[src/common/cbie_pkg.sv]
// Register map, field layout and mode codes of the buffer irq enable block.
// Operation
// [RULE1] Transmit enables for buffers 2 to 0 sit in bits 4 down to 2.
// [RULE2] Transmit enable bits 7 to 5 and 1 to 0 are absent and read zero.
// [RULE3] Both enable registers work only in enhanced modes 1 and 2.
// [RULE4] A transmit buffer interrupts only with local and group enable set.
// [RULE5] Programmable buffer enables 5 to 0 sit in bits 7 down to 2.
// [RULE6] Buffer enable bits 1 and 0 enable receive buffers 1 and 0.
// [RULE7] Buffer enable interrupts also need the matching group enable.
// [RULE8] The request ORs, over all buffers, flag and local and group enable.
package cbie_pkg;
    localparam int ADDR_W = 4;
    localparam int DATA_W = 8;
    localparam logic [ADDR_W-1:0] ADDR_TX_EN = 4'h0;
    localparam logic [ADDR_W-1:0] ADDR_BUF_EN = 4'h1;
    localparam logic [ADDR_W-1:0] ADDR_GROUP = 4'h2;
    localparam logic [ADDR_W-1:0] ADDR_MODE = 4'h3;
    localparam logic [ADDR_W-1:0] ADDR_STATUS = 4'h4;
    localparam logic [ADDR_W-1:0] ADDR_CLEAR = 4'h5;
    localparam logic [ADDR_W-1:0] ADDR_IRQ_EN = 4'h6;
    localparam logic [ADDR_W-1:0] ADDR_PEND = 4'h7;
    localparam int TX_LSB = 2;
    localparam int TX_N = 3;
    localparam int RX_N = 2;
    localparam int PB_N = 6;
    localparam int PB_LSB = 2;
    localparam int NBUF = TX_N + RX_N + PB_N;
    localparam int GRP_TX_BIT = 0;
    localparam int GRP_RX_BIT = 1;
    localparam int MODE_W = 2;
    localparam logic [DATA_W-1:0] TX_EN_MASK = 8'h1C;
    localparam logic [DATA_W-1:0] GRP_MASK = 8'h03;
    localparam logic [DATA_W-1:0] RESET_BYTE = 8'h00;
    localparam int EV_W = 2;
    localparam int EV_RISE = 0;
    localparam int EV_DROP = 1;
    typedef enum logic [MODE_W-1:0] {
        CBIE_MODE_LEGACY,
        CBIE_MODE_ENH1,
        CBIE_MODE_ENH2,
        CBIE_MODE_RSVD
    } cbie_mode_type;
endpackage

[src/common/cbie_gate_if.sv]
// Interface carrying flags and enables to the gating module and gated requests back from it.
`timescale 1ns/100ps
interface cbie_gate_if;
    import cbie_pkg::*;
    logic [NBUF-1:0] flags;
    logic [NBUF-1:0] local_en;
    logic [NBUF-1:0] is_tx;
    logic grp_tx;
    logic grp_rx;
    logic enabled;
    logic [NBUF-1:0] pending;
    modport ctrl (output flags, local_en, is_tx, grp_tx, grp_rx, enabled,
        input pending);
    modport gate (input flags, local_en, is_tx, grp_tx, grp_rx, enabled,
        output pending);
endinterface

[src/design/cbie_gate.sv]
// Per-buffer gating of interrupt flags by local and group enables.
`timescale 1ns/100ps
module cbie_gate (
    cbie_gate_if.gate g
);
    import cbie_pkg::*;
    // Each buffer is gated by its own enable and its transmit or receive group.
    for (genvar b = 0; b < NBUF; b++) begin : g_buf
        // [RULE4] [RULE7] local and group.
        assign g.pending[b] = g.enabled && g.flags[b] && g.local_en[b] &&
            (g.is_tx[b] ? g.grp_tx : g.grp_rx);
    end
endmodule

[src/design/cbie_top.sv]
// Buffer interrupt enable registers, gating and event status for a CAN block.
`timescale 1ns/100ps
module cbie_top (
    input wire logic i_mclk,
    input wire logic i_sys_rst,
    input wire logic [cbie_pkg::ADDR_W-1:0] i_addr,
    input wire logic [cbie_pkg::DATA_W-1:0] i_wdata,
    input wire logic i_wr,
    input wire logic i_rd,
    input wire logic [cbie_pkg::NBUF-1:0] i_buf_flags,
    input wire logic [cbie_pkg::NBUF-1:0] i_pb_is_tx,
    output logic [cbie_pkg::DATA_W-1:0] o_rdata,
    output logic o_buf_irq,
    output logic o_irq
);
    import cbie_pkg::*;

    logic [TX_N-1:0] dedicated_tx_irq_en;
    logic [PB_N-1:0] programmable_buf_irq_en;
    logic [RX_N-1:0] dedicated_rx_irq_en;
    logic group_tx_irq_en;
    logic group_rx_irq_en;
    cbie_mode_type mode;
    logic [EV_W-1:0] status;
    logic [EV_W-1:0] irq_en;
    logic req_q;
    logic enh_mode;
    logic [DATA_W-1:0] next_rdata;
    logic next_req;
    logic [EV_W-1:0] event_set;

    cbie_gate_if gif ();

    // [RULE3] enhanced modes only.
    assign enh_mode = (mode == CBIE_MODE_ENH1) || (mode == CBIE_MODE_ENH2);

    // Buffer order: tx0..tx2, rx0..rx1, programmable 0..5.
    assign gif.flags = i_buf_flags;
    assign gif.local_en = {programmable_buf_irq_en, dedicated_rx_irq_en,
        dedicated_tx_irq_en};
    assign gif.is_tx = {i_pb_is_tx[NBUF-1:TX_N+RX_N],
        {RX_N{1'b0}}, {TX_N{1'b1}}};
    assign gif.grp_tx = group_tx_irq_en;
    assign gif.grp_rx = group_rx_irq_en;
    assign gif.enabled = enh_mode;

    cbie_gate u_gate (
        .g(gif.gate)
    );

    // [RULE8] OR of gated buffers.
    assign next_req = |gif.pending;

    // Transmit enables; writes are dropped in legacy mode. The stored value
    // is kept on a switch back to legacy, so a return to an enhanced mode
    // brings the old enables back without software having to rewrite them.
    always_ff @(posedge i_mclk or posedge i_sys_rst) begin
        if (i_sys_rst) begin
            dedicated_tx_irq_en <= '0;
        end else if (i_wr && i_addr == ADDR_TX_EN && enh_mode) begin
            // [RULE1] bits 4 to 2.
            dedicated_tx_irq_en <= i_wdata[TX_LSB +: TX_N];
        end
    end

    // Programmable and receive enables share one register.
    always_ff @(posedge i_mclk or posedge i_sys_rst) begin
        if (i_sys_rst) begin
            programmable_buf_irq_en <= '0;
            dedicated_rx_irq_en <= '0;
        end else if (i_wr && i_addr == ADDR_BUF_EN && enh_mode) begin
            // [RULE5] bits 7 to 2.
            programmable_buf_irq_en <= i_wdata[PB_LSB +: PB_N];
            // [RULE6] bits 1 and 0.
            dedicated_rx_irq_en <= i_wdata[RX_N-1:0];
        end
    end

    // Group enables stand apart from the buffer enables and are always
    // writable, so software can arm a group before it picks the mode.
    // [RULE4] [RULE7] group enables.
    always_ff @(posedge i_mclk or posedge i_sys_rst) begin
        if (i_sys_rst) begin
            group_tx_irq_en <= 1'b0;
            group_rx_irq_en <= 1'b0;
        end else if (i_wr && i_addr == ADDR_GROUP) begin
            group_tx_irq_en <= i_wdata[GRP_TX_BIT];
            group_rx_irq_en <= i_wdata[GRP_RX_BIT];
        end
    end

    // Mode select; the reserved code counts as not enhanced.
    // [RULE3] mode register.
    always_ff @(posedge i_mclk or posedge i_sys_rst) begin
        if (i_sys_rst) begin
            mode <= CBIE_MODE_LEGACY;
        end else if (i_wr && i_addr == ADDR_MODE) begin
            mode <= cbie_mode_type'(i_wdata[MODE_W-1:0]);
        end
    end

    // Buffer request output, registered so it comes from a flip-flop.
    // The gate is pure logic, so this register is the only latency.
    always_ff @(posedge i_mclk or posedge i_sys_rst) begin
        if (i_sys_rst) begin
            req_q <= 1'b0;
        end else begin
            req_q <= next_req;
        end
    end
    assign o_buf_irq = req_q;

    // Edges of the request form the status events.
    // Both are taken against the registered request, so they match o_buf_irq.
    assign event_set[EV_RISE] = next_req && !req_q;
    assign event_set[EV_DROP] = !next_req && req_q;

    // Sticky status; a set in the clearing cycle wins over the clear.
    // Letting the clear win would lose an edge that lands in the same cycle
    // as the software write, and the interrupt for it would never come.
    always_ff @(posedge i_mclk or posedge i_sys_rst) begin
        if (i_sys_rst) begin
            status <= '0;
        end else if (i_wr && i_addr == ADDR_CLEAR) begin
            status <= (status & ~i_wdata[EV_W-1:0]) | event_set;
        end else begin
            status <= status | event_set;
        end
    end

    // Status interrupt enable register.
    always_ff @(posedge i_mclk or posedge i_sys_rst) begin
        if (i_sys_rst) begin
            irq_en <= '0;
        end else if (i_wr && i_addr == ADDR_IRQ_EN) begin
            irq_en <= i_wdata[EV_W-1:0];
        end
    end

    // Level interrupt, looked ahead one cycle so it tracks status exactly.
    // Computing it from the registered status would leave the output one
    // cycle behind a clear, and software could see a stale request.
    always_ff @(posedge i_mclk or posedge i_sys_rst) begin
        if (i_sys_rst) begin
            o_irq <= 1'b0;
        end else if (i_wr && i_addr == ADDR_CLEAR) begin
            o_irq <= |(((status & ~i_wdata[EV_W-1:0]) | event_set) & irq_en);
        end else if (i_wr && i_addr == ADDR_IRQ_EN) begin
            o_irq <= |((status | event_set) & i_wdata[EV_W-1:0]);
        end else begin
            o_irq <= |((status | event_set) & irq_en);
        end
    end

    // Read mux; unused and unmapped bits read zero.
    // The clear register is write-only and falls to the default as well,
    // so a read of it never disturbs the status.
    always_comb begin
        next_rdata = RESET_BYTE;
        unique case (i_addr)
            ADDR_TX_EN: begin
                // [RULE2] unused bits zero.
                next_rdata[TX_LSB +: TX_N] = dedicated_tx_irq_en;
            end
            ADDR_BUF_EN: begin
                next_rdata = {programmable_buf_irq_en, dedicated_rx_irq_en};
            end
            ADDR_GROUP: begin
                next_rdata[GRP_TX_BIT] = group_tx_irq_en;
                next_rdata[GRP_RX_BIT] = group_rx_irq_en;
            end
            ADDR_MODE: begin
                next_rdata[MODE_W-1:0] = mode;
            end
            ADDR_STATUS: begin
                next_rdata[EV_W-1:0] = status;
            end
            ADDR_IRQ_EN: begin
                next_rdata[EV_W-1:0] = irq_en;
            end
            ADDR_PEND: begin
                next_rdata[DATA_W-1:0] = gif.pending[DATA_W-1:0];
            end
            default: begin
                next_rdata = RESET_BYTE;
            end
        endcase
    end

    // Read data stands only in the cycle after the read strobe.
    always_ff @(posedge i_mclk or posedge i_sys_rst) begin
        if (i_sys_rst) begin
            o_rdata <= RESET_BYTE;
        end else if (i_rd) begin
            o_rdata <= next_rdata;
        end else begin
            o_rdata <= RESET_BYTE;
        end
    end

    // Checks of register layout and gating.
    tx_layout_a: assert property ( // [RULE2]
        @(posedge i_mclk) disable iff (i_sys_rst)
        i_rd && i_addr == ADDR_TX_EN |=> (o_rdata & ~TX_EN_MASK) == RESET_BYTE)
        else $error("Unused transmit enable bits read nonzero.");
    tx_store_a: assert property ( // [RULE1]
        @(posedge i_mclk) disable iff (i_sys_rst)
        i_wr && i_addr == ADDR_TX_EN && enh_mode |=>
        dedicated_tx_irq_en == $past(i_wdata[TX_LSB +: TX_N]))
        else $error("Transmit enable did not store bits 4 to 2.");
    legacy_lock_a: assert property ( // [RULE3]
        @(posedge i_mclk) disable iff (i_sys_rst)
        !enh_mode |=> !req_q)
        else $error("Buffer request raised in legacy mode.");
    buf_store_a: assert property ( // [RULE5]
        @(posedge i_mclk) disable iff (i_sys_rst)
        i_wr && i_addr == ADDR_BUF_EN && enh_mode |=>
        programmable_buf_irq_en == $past(i_wdata[DATA_W-1:PB_LSB]))
        else $error("Programmable enables did not store bits 7 to 2.");
    rx_store_a: assert property ( // [RULE6]
        @(posedge i_mclk) disable iff (i_sys_rst)
        i_wr && i_addr == ADDR_BUF_EN && enh_mode |=>
        dedicated_rx_irq_en == $past(i_wdata[RX_N-1:0]))
        else $error("Receive enables did not store bits 1 and 0.");
    tx_group_a: assert property ( // [RULE4]
        @(posedge i_mclk) disable iff (i_sys_rst)
        !group_tx_irq_en |-> gif.pending[TX_N-1:0] == '0)
        else $error("Transmit buffer interrupt without group enable.");
    rx_group_a: assert property ( // [RULE7]
        @(posedge i_mclk) disable iff (i_sys_rst)
        !group_rx_irq_en |-> gif.pending[TX_N+RX_N-1:TX_N] == '0)
        else $error("Receive buffer interrupt without group enable.");
    req_or_a: assert property ( // [RULE8]
        @(posedge i_mclk) disable iff (i_sys_rst)
        enh_mode && |(i_buf_flags[TX_N-1:0] & dedicated_tx_irq_en) &&
        group_tx_irq_en |=> o_buf_irq)
        else $error("Enabled transmit flag did not raise the request.");

    // Read data, write refusal in legacy mode and read-back of the enables and the pending view.
    rdata_idle_a: assert property ( // [RULE2]
        @(posedge i_mclk) disable iff (i_sys_rst)
        !i_rd |=> o_rdata == RESET_BYTE)
        else $error("Read data did not return to zero after a read.");
    tx_legacy_a: assert property ( // [RULE3]
        @(posedge i_mclk) disable iff (i_sys_rst)
        i_wr && i_addr == ADDR_TX_EN && !enh_mode |=>
        $stable(dedicated_tx_irq_en))
        else $error("Transmit enables changed outside enhanced mode.");
    buf_legacy_a: assert property ( // [RULE3]
        @(posedge i_mclk) disable iff (i_sys_rst)
        i_wr && i_addr == ADDR_BUF_EN && !enh_mode |=>
        $stable({programmable_buf_irq_en, dedicated_rx_irq_en}))
        else $error("Buffer enables changed outside enhanced mode.");
    tx_read_a: assert property ( // [RULE1]
        @(posedge i_mclk) disable iff (i_sys_rst)
        i_rd && i_addr == ADDR_TX_EN |=>
        o_rdata[TX_LSB +: TX_N] == $past(dedicated_tx_irq_en))
        else $error("Transmit enables read back wrong.");
    buf_read_a: assert property ( // [RULE6]
        @(posedge i_mclk) disable iff (i_sys_rst)
        i_rd && i_addr == ADDR_BUF_EN |=>
        o_rdata == $past({programmable_buf_irq_en, dedicated_rx_irq_en}))
        else $error("Buffer enables read back wrong.");
    pend_read_a: assert property ( // [RULE8]
        @(posedge i_mclk) disable iff (i_sys_rst)
        i_rd && i_addr == ADDR_PEND |=>
        o_rdata == $past(gif.pending[DATA_W-1:0]))
        else $error("Pending view read back wrong.");

    // Requests from the receive and programmable buffers and the quiet case.
    rx_req_a: assert property ( // [RULE7]
        @(posedge i_mclk) disable iff (i_sys_rst)
        enh_mode && group_rx_irq_en &&
        |(i_buf_flags[TX_N +: RX_N] & dedicated_rx_irq_en) |=> o_buf_irq)
        else $error("Enabled receive flag did not raise the request.");
    pb_tx_req_a: assert property ( // [RULE7]
        @(posedge i_mclk) disable iff (i_sys_rst)
        enh_mode && group_tx_irq_en &&
        |(i_buf_flags[NBUF-1:TX_N+RX_N] & programmable_buf_irq_en &
        i_pb_is_tx[NBUF-1:TX_N+RX_N]) |=> o_buf_irq)
        else $error("Enabled programmable transmit flag gave no request.");
    pb_rx_req_a: assert property ( // [RULE7]
        @(posedge i_mclk) disable iff (i_sys_rst)
        enh_mode && group_rx_irq_en &&
        |(i_buf_flags[NBUF-1:TX_N+RX_N] & programmable_buf_irq_en &
        ~i_pb_is_tx[NBUF-1:TX_N+RX_N]) |=> o_buf_irq)
        else $error("Enabled programmable receive flag gave no request.");
    req_quiet_a: assert property ( // [RULE8]
        @(posedge i_mclk) disable iff (i_sys_rst)
        (i_buf_flags & {programmable_buf_irq_en, dedicated_rx_irq_en,
        dedicated_tx_irq_en}) == '0 |=> !o_buf_irq)
        else $error("Request raised with no locally enabled flag.");

    // Status events and the level interrupt.
    irq_level_a: assert property ( // [RULE8]
        @(posedge i_mclk) disable iff (i_sys_rst)
        o_irq == |(status & irq_en))
        else $error("Level interrupt does not follow enabled status.");
    set_wins_a: assert property ( // [RULE8]
        @(posedge i_mclk) disable iff (i_sys_rst)
        i_wr && i_addr == ADDR_CLEAR && event_set[EV_RISE] |=>
        status[EV_RISE])
        else $error("Clear in the event cycle lost the status bit.");
endmodule

[config.mk]
export PLATFORM = sky130hd
export DESIGN_NAME = cbie_top
export DESIGN_NICKNAME = d
export VERILOG_FILES = /design/src/common/cbie_pkg.sv /design/src/common/cbie_gate_if.sv /design/src/design/cbie_gate.sv /design/src/design/cbie_top.sv
export SDC_FILE = /design/constraint.sdc
export NUM_CORES = 1
export LEC_CHECK = 0
export ABC_CLOCK_PERIOD_IN_PS = 1800
export BUFFER_PORTS_ARGS = -buffer_cell sky130_fd_sc_hd__buf_2
export CELL_PAD_IN_SITES_DETAIL_PLACEMENT = 1
export CELL_PAD_IN_SITES_GLOBAL_PLACEMENT = 2
export CORE_AREA = 2 2 89 74
export CTS_CLUSTER_DIAMETER = 50
export DETAILED_ROUTE_END_ITERATION = 12
export DIE_AREA = 0 0 91 76
export GPL_TIMING_DRIVEN = 1
export PLACE_DENSITY = 0.79
export SLEW_MARGIN = 20
export SYNTH_ARGS = -nofsm -noshare
export SYNTH_HDL_FRONTEND = slang
export SYNTH_SLANG_ARGS = --single-unit
[constraint.sdc]
create_clock -name i_mclk -period 1.8 [get_ports i_mclk]
set_clock_uncertainty 0.05 [all_clocks]
set_input_delay 0.27 -clock i_mclk [delete_from_list [all_inputs] [get_ports i_mclk]]
set_output_delay 0.27 -clock i_mclk [all_outputs]
set_load 0.03 [all_outputs]
==> metrics.md <==
| Metric | Value |
|---|---|
| Critical path's slowest cell | `dfrtp_2` |
| Synthesized area per cell | `10.5 um^2` |
| Largest net degree at the start of global routing | `30` |
| Required time worst endpoint | `1.89 ns` |
| Worst path cell trace | `mux2i_1 > o22ai_2 > nor4_4 > or2_1 > and2_4 > inv_2 > o211ai_2 > a32oi_2` |
| Synthesized Nets | `192` |
| Final setup margin | `-0.0979 ns` |
| Synthesized flop and latch total | `29` |
| Clk Latency, worst-skew pair | `0.28 ns` |
| Critical path class | `reg -> reg` |
| Routed vias | `1,418` |
| Vias in the first global route | `1,484` |
| First-pass GRT wire length | `7.67 mm` |
| Placer Congestion | `0.799` |
| Number of max-cap violations | `0` |
| Minimum clock period | `1.90 ns` |
| CP endpoint kind | `register` |
| Antenna-violating nets left | `0` |
| Slew @ Worst Pin | `0.477 ns` |
| Max Fclk | `527 MHz` |
| Top post-synthesis cells by area | `dfrtp_1, mux2_2, mux2i_1` |
| Synth Flop Type | `dfrtp_1` |
| Yosys cell types | `41` |
| # diodes | `0` |
| Input/output buffers | `42` |
| Min Hold Slack | `0.000713 ns` |
| Post-route insts no fill | `309` |
| Post-synthesis sequential area ratio | `0.447` |
| Worst Path Arrival | `1.99 ns` |
| TritonRoute pass-1 iters | `4` |
| Final Slew Violations | `0` |
| Width of the chip | `91 um` |
| Setup TNS | `-0.172 ns` |
| Synth warn | `0` |
| CTS tree | `done` |
| Die area | `0.00692 mm^2` |
| Status | `finished with violations` |
| Standard-cell row count | `26` |
| Buf/Inv on CP | `1` |
| Post-synthesis cell area | `0.00162 mm^2` |
| Via/cell ratio | `4.59` |
| Hpwl dp | `3.73 mm` |
| Most common cell in the netlist | `dfrtp_1` |
| Setup violators final | `2` |
| Cts hold-fix bufs | `0` |
| Htree depth | `2` |
| Largest area contributor in the netlist | `dfrtp_1` |
| PwrDens | `1100 mW/mm^2` |
| P&R area growth vs syn | `38.4%` |
| Share of layout cells above drive strength 1 | `0.493` |
| Final nets | `262` |
| I/O Pins | `48` |
| Total CTS buffers | `5` |
| Total gr overflow | `0` |
| WL final | `4.81 mm` |
| Placed Instances | `298` |
| Critical Path Start Type | `register` |
| Critical path depth in cells | `8` |
| Synth cell count leaders | `dfrtp_1, mux2_2, nand2_1` |
| Total track usage | `0.142` |
| CP max stage delay | `0.48 ns` |
| CTS Sinks | `29` |
| CP max FO | `8` |
| Starting Density | `0.265` |
| Failing checks | `negative setup slack` |
| Final-report hold violation count | `0` |
| Crit path max-delay family | `simple AND/OR/NAND/NOR gates` |
| Final worst-path cycle share | `1.05` |
| Ys async rst share | `1.00` |
| EDFF count, synth | `0` |
| Initial detailed-routing violation count | `42` |
| Initial antenna violation count | `0` |
| CTS max path bufs | `2` |
| Mapped Cells | `154` |
| R2R cell count | `8` |
| RSZ-0062 raised after global routing | `true` |
| Max_slew headroom | `0.678` |
| Peak supply drop | `0.267 mV` |
| Die span in y | `76 um` |
| CTS root buf | `clkbuf_8` |
| FILL cells | `752` |
| Clock-pin slew on the worst setup and hold paths | `0.06 ns` |
| DRC viols | `0` |
| DR WL/cell | `15.6 um` |
| Share of the synthesized area in the top cell type | `0.447` |
| Placeable core region | `0.00612 mm^2` |
| Worst Hold Class | `in -> async` |
| Static leakage | `1.07 nW` |
cell usage in the layout (no fill, tap or decap), types with 3 or more instances in the layout:
cell type and count:
a21oi_1 5, nand4_1 3, buf_4 27, o22ai_1 3, and2_1 3, clkbuf_8 7
dfrtp_1 27, nor3_1 4, mux2i_1 8, nand2_1 15, nand3_1 9, buf_2 42
o21ai_0 3, nor2b_1 5, a31oi_1 3, mux2_2 19, inv_1 3, nor2_1 8
final timing paths:
check                                             from                    endpoint  slack (ns)
worst max-delay path                        gif.grp_tx                       o_irq        -0.1
worst max register to register              gif.grp_tx                       o_irq        -0.1
worst min register to register  dedicated_tx_irq_en[1]      dedicated_tx_irq_en[1]        0.50
worst min-delay path                         i_sys_rst                       o_irq      0.0007
max in group asynchronous                    i_sys_rst                  gif.grp_tx        1.40
min in group i_mclk                         i_wdata[5]  programmable_buf_irq_en[3]        0.17
worst register-to-register path: stages, from the launching register on:
cell	delay, ns
dfrtp_2	0.48
mux2i_1	0.20
o22ai_2	0.11
nor4_4	0.33
or2_1	0.19
and2_4	0.16
inv_2	0.04
o211ai_2	0.15
a32oi_2	0.08
flip-flops by register name (all words and copies together), names as in the netlist:
| signal | count |
|---|---|
| gif.grp_rx | 1 |
| programmable_buf_irq_en | 6 |
| irq_en | 2 |
| mode | 2 |
| dedicated_tx_irq_en | 3 |
| o_rdata | 8 |
| dedicated_rx_irq_en | 2 |
| o_irq | 1 |
| o_buf_irq | 1 |
| gif.grp_tx | 1 |
| status | 2 |
logic make-up after synthesis:
kind of cell              after synthesis  synth area share
muxes                                  29             0.201
and+or+nand+nor                        59             0.201
buffers and inverters                  10            0.0339
DFF                                    29             0.447
xor gates and xnor gates                2            0.0108
AOI/OAI and AO/OA                      25             0.106
what timing repair did:
action	in CTS	in global routing
endpoints found under the setup margin	3	3
hold endpoints to repair	0	0
resized for setup	5	4
pin swaps	3	0
setup buffers	3	1
per-layer routing:
metal	wire length (um)	part of all wire	vias up	track usage
li1	-	-	699	-
met1	2420	0.50	684	0.204
met2	2200	0.46	33	0.216
met3	162	0.034	2	0.0277
met4	27	0.0056	0	0.0409
met5	0	0	-	0
metrics by stage:
step                setup slack (ns)  total power, mW  area, um^2  utilization
floorplan                     0.0685             1.45        1620            -
global placement              -0.116             1.79        2080        0.340
detailed placement            -0.187             1.81        2080        0.340
CTS                          -0.0716             2.45        2220        0.362
global route                  -0.196             2.63        2250        0.367
finish                       -0.0979             2.47        2250        0.367
report_power, final:
group / internal (mW) / total, mW / switching, mW
combinational: 0.472 / 0.898 / 0.426
clock: 0.345 / 0.582 / 0.237
sequential: 0.812 / 0.989 / 0.177
cell type report:
type                       instances  area [um^2]  area share
clock buffer                       7         96.3      0.0429
tap                               84          105      0.0468
multi-input combinational        115          883       0.393
sequential                        29          728       0.324
timing repair buffer              69          413       0.184
inverter                           4         15.0     0.00669
clock inverter                     1         5.00     0.00223
Power figures use the tool's default switching activity.
